`src/rtl/peipm_pkg.sv`:
```
package peipm_pkg;

  // pin counts of the three ports
  localparam int n_ad = 8;
  localparam int n_r  = 4;
  localparam int n_u  = 8;

  // register indices; byte address is four times the index
  localparam logic [9:0] idx_ad_ie  = 10'h28c;
  localparam logic [9:0] idx_ad_if  = 10'h28d;
  localparam logic [9:0] idx_r_ie   = 10'h28e;
  localparam logic [9:0] idx_r_if   = 10'h28f;
  localparam logic [9:0] idx_u_dat  = 10'h290;
  localparam logic [9:0] idx_r_pol  = 10'h291;
  localparam logic [9:0] idx_u_dir  = 10'h292;
  localparam logic [9:0] idx_istat  = 10'h293;
  localparam logic [9:0] idx_imask  = 10'h294;

  // event status layout: analog pins low, poly pins above
  localparam int evt_ad_lsb = 0;
  localparam int evt_r_lsb  = 8;
  localparam int n_evt      = 12;

  // reset values
  localparam logic [7:0]  rst_byte = 8'h00;
  localparam logic [3:0]  rst_nib  = 4'h0;
  localparam logic [11:0] rst_evt  = 12'h000;

  // alternate functions that may own motor port pins
  typedef struct packed {
    logic [7:0] pwm_en;
    logic [7:0] pwm_val;
    logic [3:0] tim_en;
    logic [3:0] tim_val;
  } peipm_alt_t;

  // motor port pad drive, oe_b low while the pad is driven
  typedef struct packed {
    logic [7:0] level;
    logic [7:0] oe_b;
  } peipm_drv_t;

endpackage

```
`src/rtl/peipm_top.sv`:
```
`timescale 1ns/1ps

module peipm_top #(
  parameter int n_ad = peipm_pkg::n_ad,
  parameter int n_r  = peipm_pkg::n_r,
  parameter int n_u  = peipm_pkg::n_u
) (
  input  wire logic                 ref_clk,
  input  wire logic                 rst_b,
  input  wire logic [11:0]          avs_address,
  input  wire logic                 avs_read,
  input  wire logic                 avs_write,
  input  wire logic [31:0]          avs_writedata,
  input  wire logic [3:0]           avs_byteenable,
  output logic      [31:0]          avs_readdata,
  output logic                      avs_waitrequest,
  input  wire logic [n_ad-1:0]      analog_pin_in,
  input  wire logic [n_r-1:0]       poly_pin_in,
  input  wire logic [n_u-1:0]       motor_pin_in,
  input  wire peipm_pkg::peipm_alt_t alt_func,
  output peipm_pkg::peipm_drv_t     motor_pin_drv,
  output logic                      analog_port_irq,
  output logic                      poly_port_irq,
  output logic                      irq
);

  // pin synchronisers and previous-sample stages
  logic [n_ad-1:0] ad_s1, ad_s2, ad_prev, next_ad_s1, next_ad_s2, next_ad_prev;
  logic [n_r-1:0]  r_s1, r_s2, r_prev, next_r_s1, next_r_s2, next_r_prev;
  logic [n_u-1:0]  u_s1, u_s2, next_u_s1, next_u_s2;

  // registers
  logic [n_ad-1:0]  analog_port_irq_enables, next_ad_ie;
  logic [n_ad-1:0]  analog_port_edge_flags, next_ad_if;
  logic [n_r-1:0]   poly_port_irq_enables, next_r_ie;
  logic [n_r-1:0]   poly_port_edge_flags, next_r_if;
  logic [n_r-1:0]   poly_port_edge_polarity, next_r_pol;
  logic [n_u-1:0]   motor_port_data, next_u_dat;
  logic [n_u-1:0]   motor_port_direction, next_u_dir;
  logic [11:0]      irq_status, next_stat;
  logic [11:0]      irq_mask, next_mask;

  // bus state and outputs
  logic             next_wait;
  logic [31:0]      next_rdata;
  peipm_pkg::peipm_drv_t next_drv;
  logic             next_ad_irq, next_r_irq, next_irq;

  // decoded events
  logic [n_ad-1:0] ad_fall;
  logic [n_r-1:0]  r_edge;
  logic            req, acc;
  logic [11:0]     stat_clr;

  // true when the current request addresses the given register index
  function automatic logic hit(input logic [11:0] addr, input logic [9:0] idx);
    hit = (addr[11:2] == idx);
  endfunction

  // synchroniser next values; first stage read only by the second
  always_comb begin
    next_ad_s1   = analog_pin_in;
    next_ad_s2   = ad_s1;
    next_ad_prev = ad_s2;
    next_r_s1    = poly_pin_in;
    next_r_s2    = r_s1;
    next_r_prev  = r_s2;
    next_u_s1    = motor_pin_in;
    next_u_s2    = u_s1;
  end

  always_ff @(posedge ref_clk or negedge rst_b) begin
    if (!rst_b) begin
      ad_s1   <= '0;
      ad_s2   <= '0;
      ad_prev <= '0;
      r_s1    <= '0;
      r_s2    <= '0;
      r_prev  <= '0;
      u_s1    <= '0;
      u_s2    <= '0;
    end else begin
      ad_s1   <= next_ad_s1;
      ad_s2   <= next_ad_s2;
      ad_prev <= next_ad_prev;
      r_s1    <= next_r_s1;
      r_s2    <= next_r_s2;
      r_prev  <= next_r_prev;
      u_s1    <= next_u_s1;
      u_s2    <= next_u_s2;
    end
  end

  // edge detection on synchronised levels only
  assign ad_fall = ad_prev & ~ad_s2;
  // per-pin polarity picks rising or falling
  assign r_edge  = (poly_port_edge_polarity & ~r_prev & r_s2)
                 | (~poly_port_edge_polarity & r_prev & ~r_s2);

  // one wait cycle: waitrequest drops for exactly one edge per request
  assign req = avs_read | avs_write;
  assign acc = req & ~avs_waitrequest;

  // read-clear drops only bits actually returned, so late events survive
  assign stat_clr = (acc && avs_read && hit(avs_address, peipm_pkg::idx_istat))
                  ? avs_readdata[11:0] : 12'h000;

  // register file next values; writes land on the accepting edge
  always_comb begin
    next_ad_ie = analog_port_irq_enables;
    next_r_ie  = poly_port_irq_enables;
    next_r_pol = poly_port_edge_polarity;
    next_u_dat = motor_port_data;
    next_u_dir = motor_port_direction;
    next_mask  = irq_mask;
    next_ad_if = analog_port_edge_flags;
    next_r_if  = poly_port_edge_flags;
    if (acc && avs_write && avs_byteenable[0]) begin
      if (hit(avs_address, peipm_pkg::idx_ad_ie)) begin
        next_ad_ie = avs_writedata[n_ad-1:0];
      end else if (hit(avs_address, peipm_pkg::idx_r_ie)) begin
        next_r_ie = avs_writedata[n_r-1:0];
      end else if (hit(avs_address, peipm_pkg::idx_r_pol)) begin
        next_r_pol = avs_writedata[n_r-1:0];
      end else if (hit(avs_address, peipm_pkg::idx_u_dat)) begin
        next_u_dat = avs_writedata[n_u-1:0];
      end else if (hit(avs_address, peipm_pkg::idx_u_dir)) begin
        next_u_dir = avs_writedata[n_u-1:0];
      end else if (hit(avs_address, peipm_pkg::idx_imask)) begin
        next_mask = avs_writedata[11:0];
      end else if (hit(avs_address, peipm_pkg::idx_ad_if)) begin
        next_ad_if = analog_port_edge_flags & ~avs_writedata[n_ad-1:0];
      end else if (hit(avs_address, peipm_pkg::idx_r_if)) begin
        next_r_if = poly_port_edge_flags & ~avs_writedata[n_r-1:0];
      end
    end
    // set applied last so a same-cycle edge beats the clear
    next_ad_if = next_ad_if | ad_fall;
    next_r_if  = next_r_if | r_edge;
    next_stat  = (irq_status & ~stat_clr) | {r_edge, ad_fall};
  end

  always_ff @(posedge ref_clk or negedge rst_b) begin
    if (!rst_b) begin
      analog_port_irq_enables <= peipm_pkg::rst_byte;
      analog_port_edge_flags  <= peipm_pkg::rst_byte;
      poly_port_irq_enables   <= peipm_pkg::rst_nib;
      poly_port_edge_flags    <= peipm_pkg::rst_nib;
      poly_port_edge_polarity <= peipm_pkg::rst_nib;
      motor_port_data         <= peipm_pkg::rst_byte;
      motor_port_direction    <= peipm_pkg::rst_byte;
      irq_status              <= peipm_pkg::rst_evt;
      irq_mask                <= peipm_pkg::rst_evt;
    end else begin
      analog_port_irq_enables <= next_ad_ie;
      analog_port_edge_flags  <= next_ad_if;
      poly_port_irq_enables   <= next_r_ie;
      poly_port_edge_flags    <= next_r_if;
      poly_port_edge_polarity <= next_r_pol;
      motor_port_data         <= next_u_dat;
      motor_port_direction    <= next_u_dir;
      irq_status              <= next_stat;
      irq_mask                <= next_mask;
    end
  end

  // bus answer: read data is captured while waitrequest is still high
  always_comb begin
    next_wait  = ~(req & avs_waitrequest);
    next_rdata = avs_readdata;
    if (req && avs_waitrequest) begin
      next_rdata = 32'h0000_0000;                                       // unmapped reads zero
      if (hit(avs_address, peipm_pkg::idx_ad_ie)) begin
        next_rdata[n_ad-1:0] = analog_port_irq_enables;
      end else if (hit(avs_address, peipm_pkg::idx_ad_if)) begin
        next_rdata[n_ad-1:0] = analog_port_edge_flags;
      end else if (hit(avs_address, peipm_pkg::idx_r_ie)) begin
        next_rdata[n_r-1:0] = poly_port_irq_enables;
      end else if (hit(avs_address, peipm_pkg::idx_r_if)) begin
        next_rdata[n_r-1:0] = poly_port_edge_flags;
      end else if (hit(avs_address, peipm_pkg::idx_r_pol)) begin
        next_rdata[n_r-1:0] = poly_port_edge_polarity;
      end else if (hit(avs_address, peipm_pkg::idx_u_dat)) begin
        next_rdata[n_u-1:0] = (motor_port_direction & motor_port_data)
                            | (~motor_port_direction & u_s2);
      end else if (hit(avs_address, peipm_pkg::idx_u_dir)) begin
        next_rdata[n_u-1:0] = motor_port_direction;
      end else if (hit(avs_address, peipm_pkg::idx_istat)) begin
        next_rdata[11:0] = irq_status;
      end else if (hit(avs_address, peipm_pkg::idx_imask)) begin
        next_rdata[11:0] = irq_mask;
      end
    end
  end

  // pad mux: pwm first, then timer on even pins, then gpio
  always_comb begin
    next_drv = motor_pin_drv;
    for (int i = 0; i < n_u; i++) begin
      if (alt_func.pwm_en[i]) begin
        next_drv.level[i] = alt_func.pwm_val[i];
        next_drv.oe_b[i]  = 1'b0;
      end else if ((i % 2 == 0) && alt_func.tim_en[i/2]) begin
        next_drv.level[i] = alt_func.tim_val[i/2];
        next_drv.oe_b[i]  = 1'b0;
      end else begin
        next_drv.level[i] = motor_port_data[i];
        next_drv.oe_b[i]  = ~motor_port_direction[i];
      end
    end
    next_ad_irq = |(analog_port_edge_flags & analog_port_irq_enables);
    next_r_irq  = |(poly_port_edge_flags & poly_port_irq_enables);
    next_irq    = |(irq_status & irq_mask);
  end

  always_ff @(posedge ref_clk or negedge rst_b) begin
    if (!rst_b) begin
      avs_waitrequest <= 1'b1;
      avs_readdata    <= 32'h0000_0000;
      motor_pin_drv   <= '{level: 8'h00, oe_b: 8'hff};
      analog_port_irq <= 1'b0;
      poly_port_irq   <= 1'b0;
      irq             <= 1'b0;
    end else begin
      avs_waitrequest <= next_wait;
      avs_readdata    <= next_rdata;
      motor_pin_drv   <= next_drv;
      analog_port_irq <= next_ad_irq;
      poly_port_irq   <= next_r_irq;
      irq             <= next_irq;
    end
  end
endmodule

```
`config.mk`:
```
export PLATFORM = sky130hd
export DESIGN_NAME = peipm_top
export DESIGN_NICKNAME = d
export VERILOG_FILES = /design/src/rtl/peipm_pkg.sv /design/src/rtl/peipm_top.sv
export SDC_FILE = /design/constraint.sdc
export NUM_CORES = 1
export LEC_CHECK = 0
export ABC_AREA = 1
export BUFFER_PORTS_ARGS = -buffer_cell sky130_fd_sc_hd__buf_2
export CORE_MARGIN = 3
export CORE_UTILIZATION = 40
export CTS_CLUSTER_DIAMETER = 60
export DETAILED_ROUTE_END_ITERATION = 12
export PLACE_DENSITY = 0.65
export SYNTH_ARGS = -nofsm -noshare
export SYNTH_HDL_FRONTEND = slang
export SYNTH_SLANG_ARGS = --single-unit
```
`constraint.sdc`:
```
create_clock -name ref_clk -period 4 [get_ports ref_clk]
set_input_delay 0.6 -clock ref_clk [delete_from_list [all_inputs] [get_ports ref_clk]]
set_output_delay 0.6 -clock ref_clk [all_outputs]
set_load 0.005 [all_outputs]
```
After elaboration in Yosys (flattened, before gate mapping)

Cells that the tools add are included.
Widths: inputs -> output; s select.

Bits in registers: 152
Output and inout port bits: 52
Bits of input ports: 96
Word-level logic and storage cells: 149

Bitwise operators: 44
Reduce and logical (&&, ||, !) cells: 14
Equality and inequality tests: 9
Muxes and demuxes: 58

Operators with widths:

| cell                 | number |
|---|---|
| $mux 8               | 15 |
| $eq 10x10->1 const B | 9 |
| $mux 4               | 16 |
| $and 8x8->8          | 5 |
| $mux 12              | 3 |
| $and 12x12->12       | 2 |
| $and 4x4->4          | 6 |
| $mux 1               | 24 |
| $not 8->8            | 3 |
| $not 4->4            | 4 |
| $or 8x8->8           | 2 |
| $not 1->1            | 15 |
| $not 12->12          | 1 |
| $or 12x12->12        | 1 |
| $reduce_or 12->1     | 1 |
| $or 4x4->4           | 2 |
| $reduce_or 8->1      | 1 |
| $reduce_and 7->1     | 1 |
| $reduce_and 6->1     | 1 |
| $logic_and 1x1->1    | 5 |
| $reduce_and 5->1     | 1 |
| $reduce_and 4->1     | 1 |
| $reduce_or 4->1      | 1 |
| $reduce_and 3->1     | 1 |
| other kinds (3)      | 4 |

Depth between registers and ports, before layout

Depth in word-level cells: 12
Mapped depth: 13
Gate-level depth less buffers: 12

Worst setup path before layout

Ideal clock, no wire load.

Kind: input port to flip-flop
From: input port avs_address[11]
To: register irq_mask[10]
Library setup time: 0.125 ns
Path buffers: 1
Setup slack: 2.057 ns
Stages on the path: 10
Arrival time: 1.818 ns
Required time: 3.875 ns
Path through: inv_1 > nor2_4 > nand2_2 > nor2_4 > nand2_4 > inv_2 > a21oi_1 > nand2_1 > buf_4 > mux2_4

Longest elaborated chain between the ends: 3
Elaborated cells between the ends (all ways): 12
Classes of those cells: 6 x eq/ne; 5 x bitwise; 1 x reduce/logical

RTL lines:

| element                               | RTL line         | text |
|---|---|---|
| start, declared                       | peipm_top.sv:10  | `input wire logic [11:0] avs_address,` |
| $eq 10x10->1                          | peipm_top.sv:57  | `hit = (addr[11:2] == idx);` |
| $not 1->1 (no source line)            | n/a              |  |
| $reduce_and 7->1 (no source line) (*) | n/a              |  |
| end signal, assigned                  | peipm_top.sv:153 | `irq_mask <= peipm_pkg::rst_evt;` |
| end signal, assigned                  | peipm_top.sv:163 | `irq_mask <= next_mask;` |
| end, declared                         | peipm_top.sv:41  | `logic [11:0] irq_mask, next_mask;` |

Every way passes the cells marked *; elsewhere a longest branch is shown, timed or not.
A chain may end at the register's enable or synchronous reset.

Worst setup path in the final report

From: input port avs_address[10]
To: register irq_mask[10]

The elaborated chain is that of the path after synthesis.

==> flow_metrics.py <==
metrics = {
    "logic_synthesis": {
        "ys_ff_latch": 152,
        "synthCells": 645,
        "ys_types": 35,
        "yosys.area.top_type": "dfrtp_1",
        "seq_area_frac_synth": 0.6091,
        "syn_avg_cell_area_um2": 9.711,
        "ys.warnings.count": 0,
        "synth_top_area_frac": 0.5713,
        "synth.top_cells.by_area": "dfrtp_1 (57%), o21ai_0 (7.8%), nand2_1 (7.7%)",
        "synth_area_um2": 6264,
    },
    "detailed_routing": {
        "route.detailed.drc": 0,
        "vias": 4709,
        "ant_nets": 0,
        "firstDrtPassIters": 5,
        "vias_per_cell": 4.805,
        "drt_iter0_drc": 365,
        "drt-total-wl_mm": 14.42,
        "wl_per_cell_um": 14.71,
    },
    "timing": {
        "timing.fmax_mhz": 436.6,
        "finalHoldViolCount": 0,
        "min_period_ns": 2.290,
        "timing.final.ws_setup_ns": 1.710,
        "min_period_over_period": 0.5726,
        "finalSetupViolations": 0,
        "worstMarginPinSlew_ns": 0.7190,
        "finalMaxSlewViolations": 0,
        "fin_tns_setup_ns": 0,
        "rsz0062_at_grt": "false",
        "max_slew_margin": 0.5195,
        "hold_slack_ns": 0.1394,
        "clock_skew_ns": 0.01562,
    },
    "grt": {
        "grt_max_degree": 93,
        "grt_pass1_vias": 4674,
        "grt.total_usage": 0.1782,
        "overflow": 0,
        "antenna_found_initial": 0,
        "grt_pass1_wl_mm": 24.34,
    },
    "cells_and_area": {
        "mostFrequentLayoutCells": "dfrtp_1 (143), nand2_1 (129), buf_2 (101)",
        "regArea_um2": 3815,
        "fin_cells": 980,
        "syn2layout_area_growth_pct": 20.56,
        "final_nets": 852,
        "drive_gt1_frac": 0.2302,
        "multi_input_comb_area_um2": 2034,
        "n_antenna_cell": 0,
        "final_common_cell": "dfrtp_1",
        "n_fill_cell": 1456,
    },
    "setup_path": {
        "critical_path_class": "in -> reg",
        "worst_setup_path_end_kind": "register",
        "cp-start-kind": "input pin",
        "crit_fanout": 20,
        "required_ns": 4.30,
        "crit_arrival_ns": 2.59,
    },
    "power_and_ir_drop": {
        "p_int_mw": 2.648,
        "vdd_drop_max_mv": 0.2861,
        "power_density_nw_per_um2": 454.7,
        "clockPowerShare": 0.482,
        "power_switching_uw": 785.5,
        "swShare": 0.2288,
        "power_frac_seq": 0.467,
        "comb_power_share": 0.051,
        "p_leak_nw": 3.609,
    },
    "clock_network": {
        "htree_levels": 4,
        "clk_latency_ns": 0.43,
        "cts-buffers-inserted": 17,
        "cts_tree": "built",
        "clk_pin_slew_ns": 0.06,
        "root_buffer": "clkbuf_16",
        "clock_path_buffers": 2,
        "ctsResizeCount": 0,
        "cts_sinks": 152,
        "post_cts_buffers": 0,
        "hold_buffers": 0,
    },
    "placed_design": {
        "io_buffers": 102,
        "gp_congestion": 0.8447,
        "pre_cts_ws_ns": 1.265,
        "post-dp-hpwl_mm": 10.31,
        "placed_cells_incl_taps": 948,
    },
    "floorplan": {
        "dieArea_um2": 17200,
        "die_w_um": 131.1,
        "die_h_um": 131.1,
        "initial_core_util": 0.4105,
        "core_area_um2": 15260,
        "ioPinCount": 148,
        "rows": 45,
    },
    "outcome": {
        "status": "finished clean",
    },
    "run": {
        "max-cap-violations": 0,
    },
    "hold_path": {
        "hp-class": "in -> async",
    },
}
==> power by group through the flow <==
stage | Sequential, mW | Clock, mW | Combinational (mW)
floorplan | 1.63 | 0 | 0.0788
global placement | 1.63 | 0 | 0.176
detailed placement | 1.63 | 0 | 0.177
CTS | 1.60 | 1.70 | 0.178
global route | 1.61 | 1.76 | 0.199
finish | 1.60 | 1.66 | 0.174
==> per-stage QoR <==
stage / total power, mW / util / cell area [um^2]
floorplan: 1.708 / - / 6335
global placement: 1.806 / 0.4545 / 6935
detailed placement: 1.808 / 0.4545 / 6935
CTS: 3.477 / 0.4949 / 7551
global route: 3.570 / 0.4949 / 7551
finish: 3.433 / 0.4949 / 7551
==> path summary, 6_finish.rpt <==
kind                            cells past startpoint  slack (ns)        startpoint                        end
worst max register to register                      5        2.07   avs_waitrequest               irq_mask[10]
min in group ref_clk                                1        0.27  analog_pin_in[1]                   ad_s1[1]
worst min-delay path                                1        0.14             rst_b  analog_port_edge_flags[0]
worst max-delay path                                9        1.71   avs_address[10]               irq_mask[10]
max in group asynchronous                           2        2.97             rst_b           motor_pin_drv[5]
worst min register to register                      0        0.35          ad_s1[4]                   ad_s2[4]
==> routing by layer <==
layer,vias to the layer above,share of wire,track usage
met2,168,0.44,0.2586
met4,0,0.021,0.06826
met3,27,0.066,0.05207
li1,2305,-,-
met1,2209,0.47,0.2540
met5,-,0,0
==> area by class of cell <==
type / count / share of cell area
clock buffers: 19 / 0.05866
clock inverters: 13 / 0.02287
inverters: 72 / 0.03579
multi-input cells: 408 / 0.2694
flip-flops and latches: 152 / 0.5052
well taps: 211 / 0.03496
repair buffers: 105 / 0.07307
==> synth_stat cells (all sizes together) <==
library cell / instances
dfstp: 9
clkbuf: 5
o21a: 3
o22ai: 4
nand2: 136
mux2i: 1
inv: 72
o21ai: 112
nor2: 47
nor4: 2
a221oi: 5
buf: 27
nand4: 21
a22o: 2
nand3b: 1
mux2: 7
nor3: 10
dfrtp: 143
nand3: 19
a21oi: 18
conb: 1
==> state kept, by name, indices dropped and copies added (netlist names), 8 cells and up <==
name / count
ad_prev: 8
ad_s1: 8
ad_s2: 8
analog_port_edge_flags: 8
analog_port_irq_enables: 8
avs_readdata: 12
irq_mask: 12
irq_status: 12
motor_pin_drv: 16
motor_port_data: 8
motor_port_direction: 8
next_u_s2: 8
u_s2: 8
==> critical path: stages <==
cell	delay [ns]
buf_2	0.11
nor2_4	0.35
nand2_2	0.16
nor2_4	0.17
nand2_4	0.11
inv_2	0.09
a21oi_1	0.09
nand2_1	0.54
mux2_4	0.35
==> cell families (layout without fill, tap and decap cells) <==
logic type | Yosys count | after routing | synth area share
simple gates | 236 | 236 | 0.1750
mux | 8 | 8 | 0.01658
other cells | 1 | 20 | 0.0005987
flops | 152 | 152 | 0.6091
compound gates | 144 | 144 | 0.1213
buf+inv | 104 | 209 | 0.07751
Note: power is estimated with default switching activity, not from simulation.
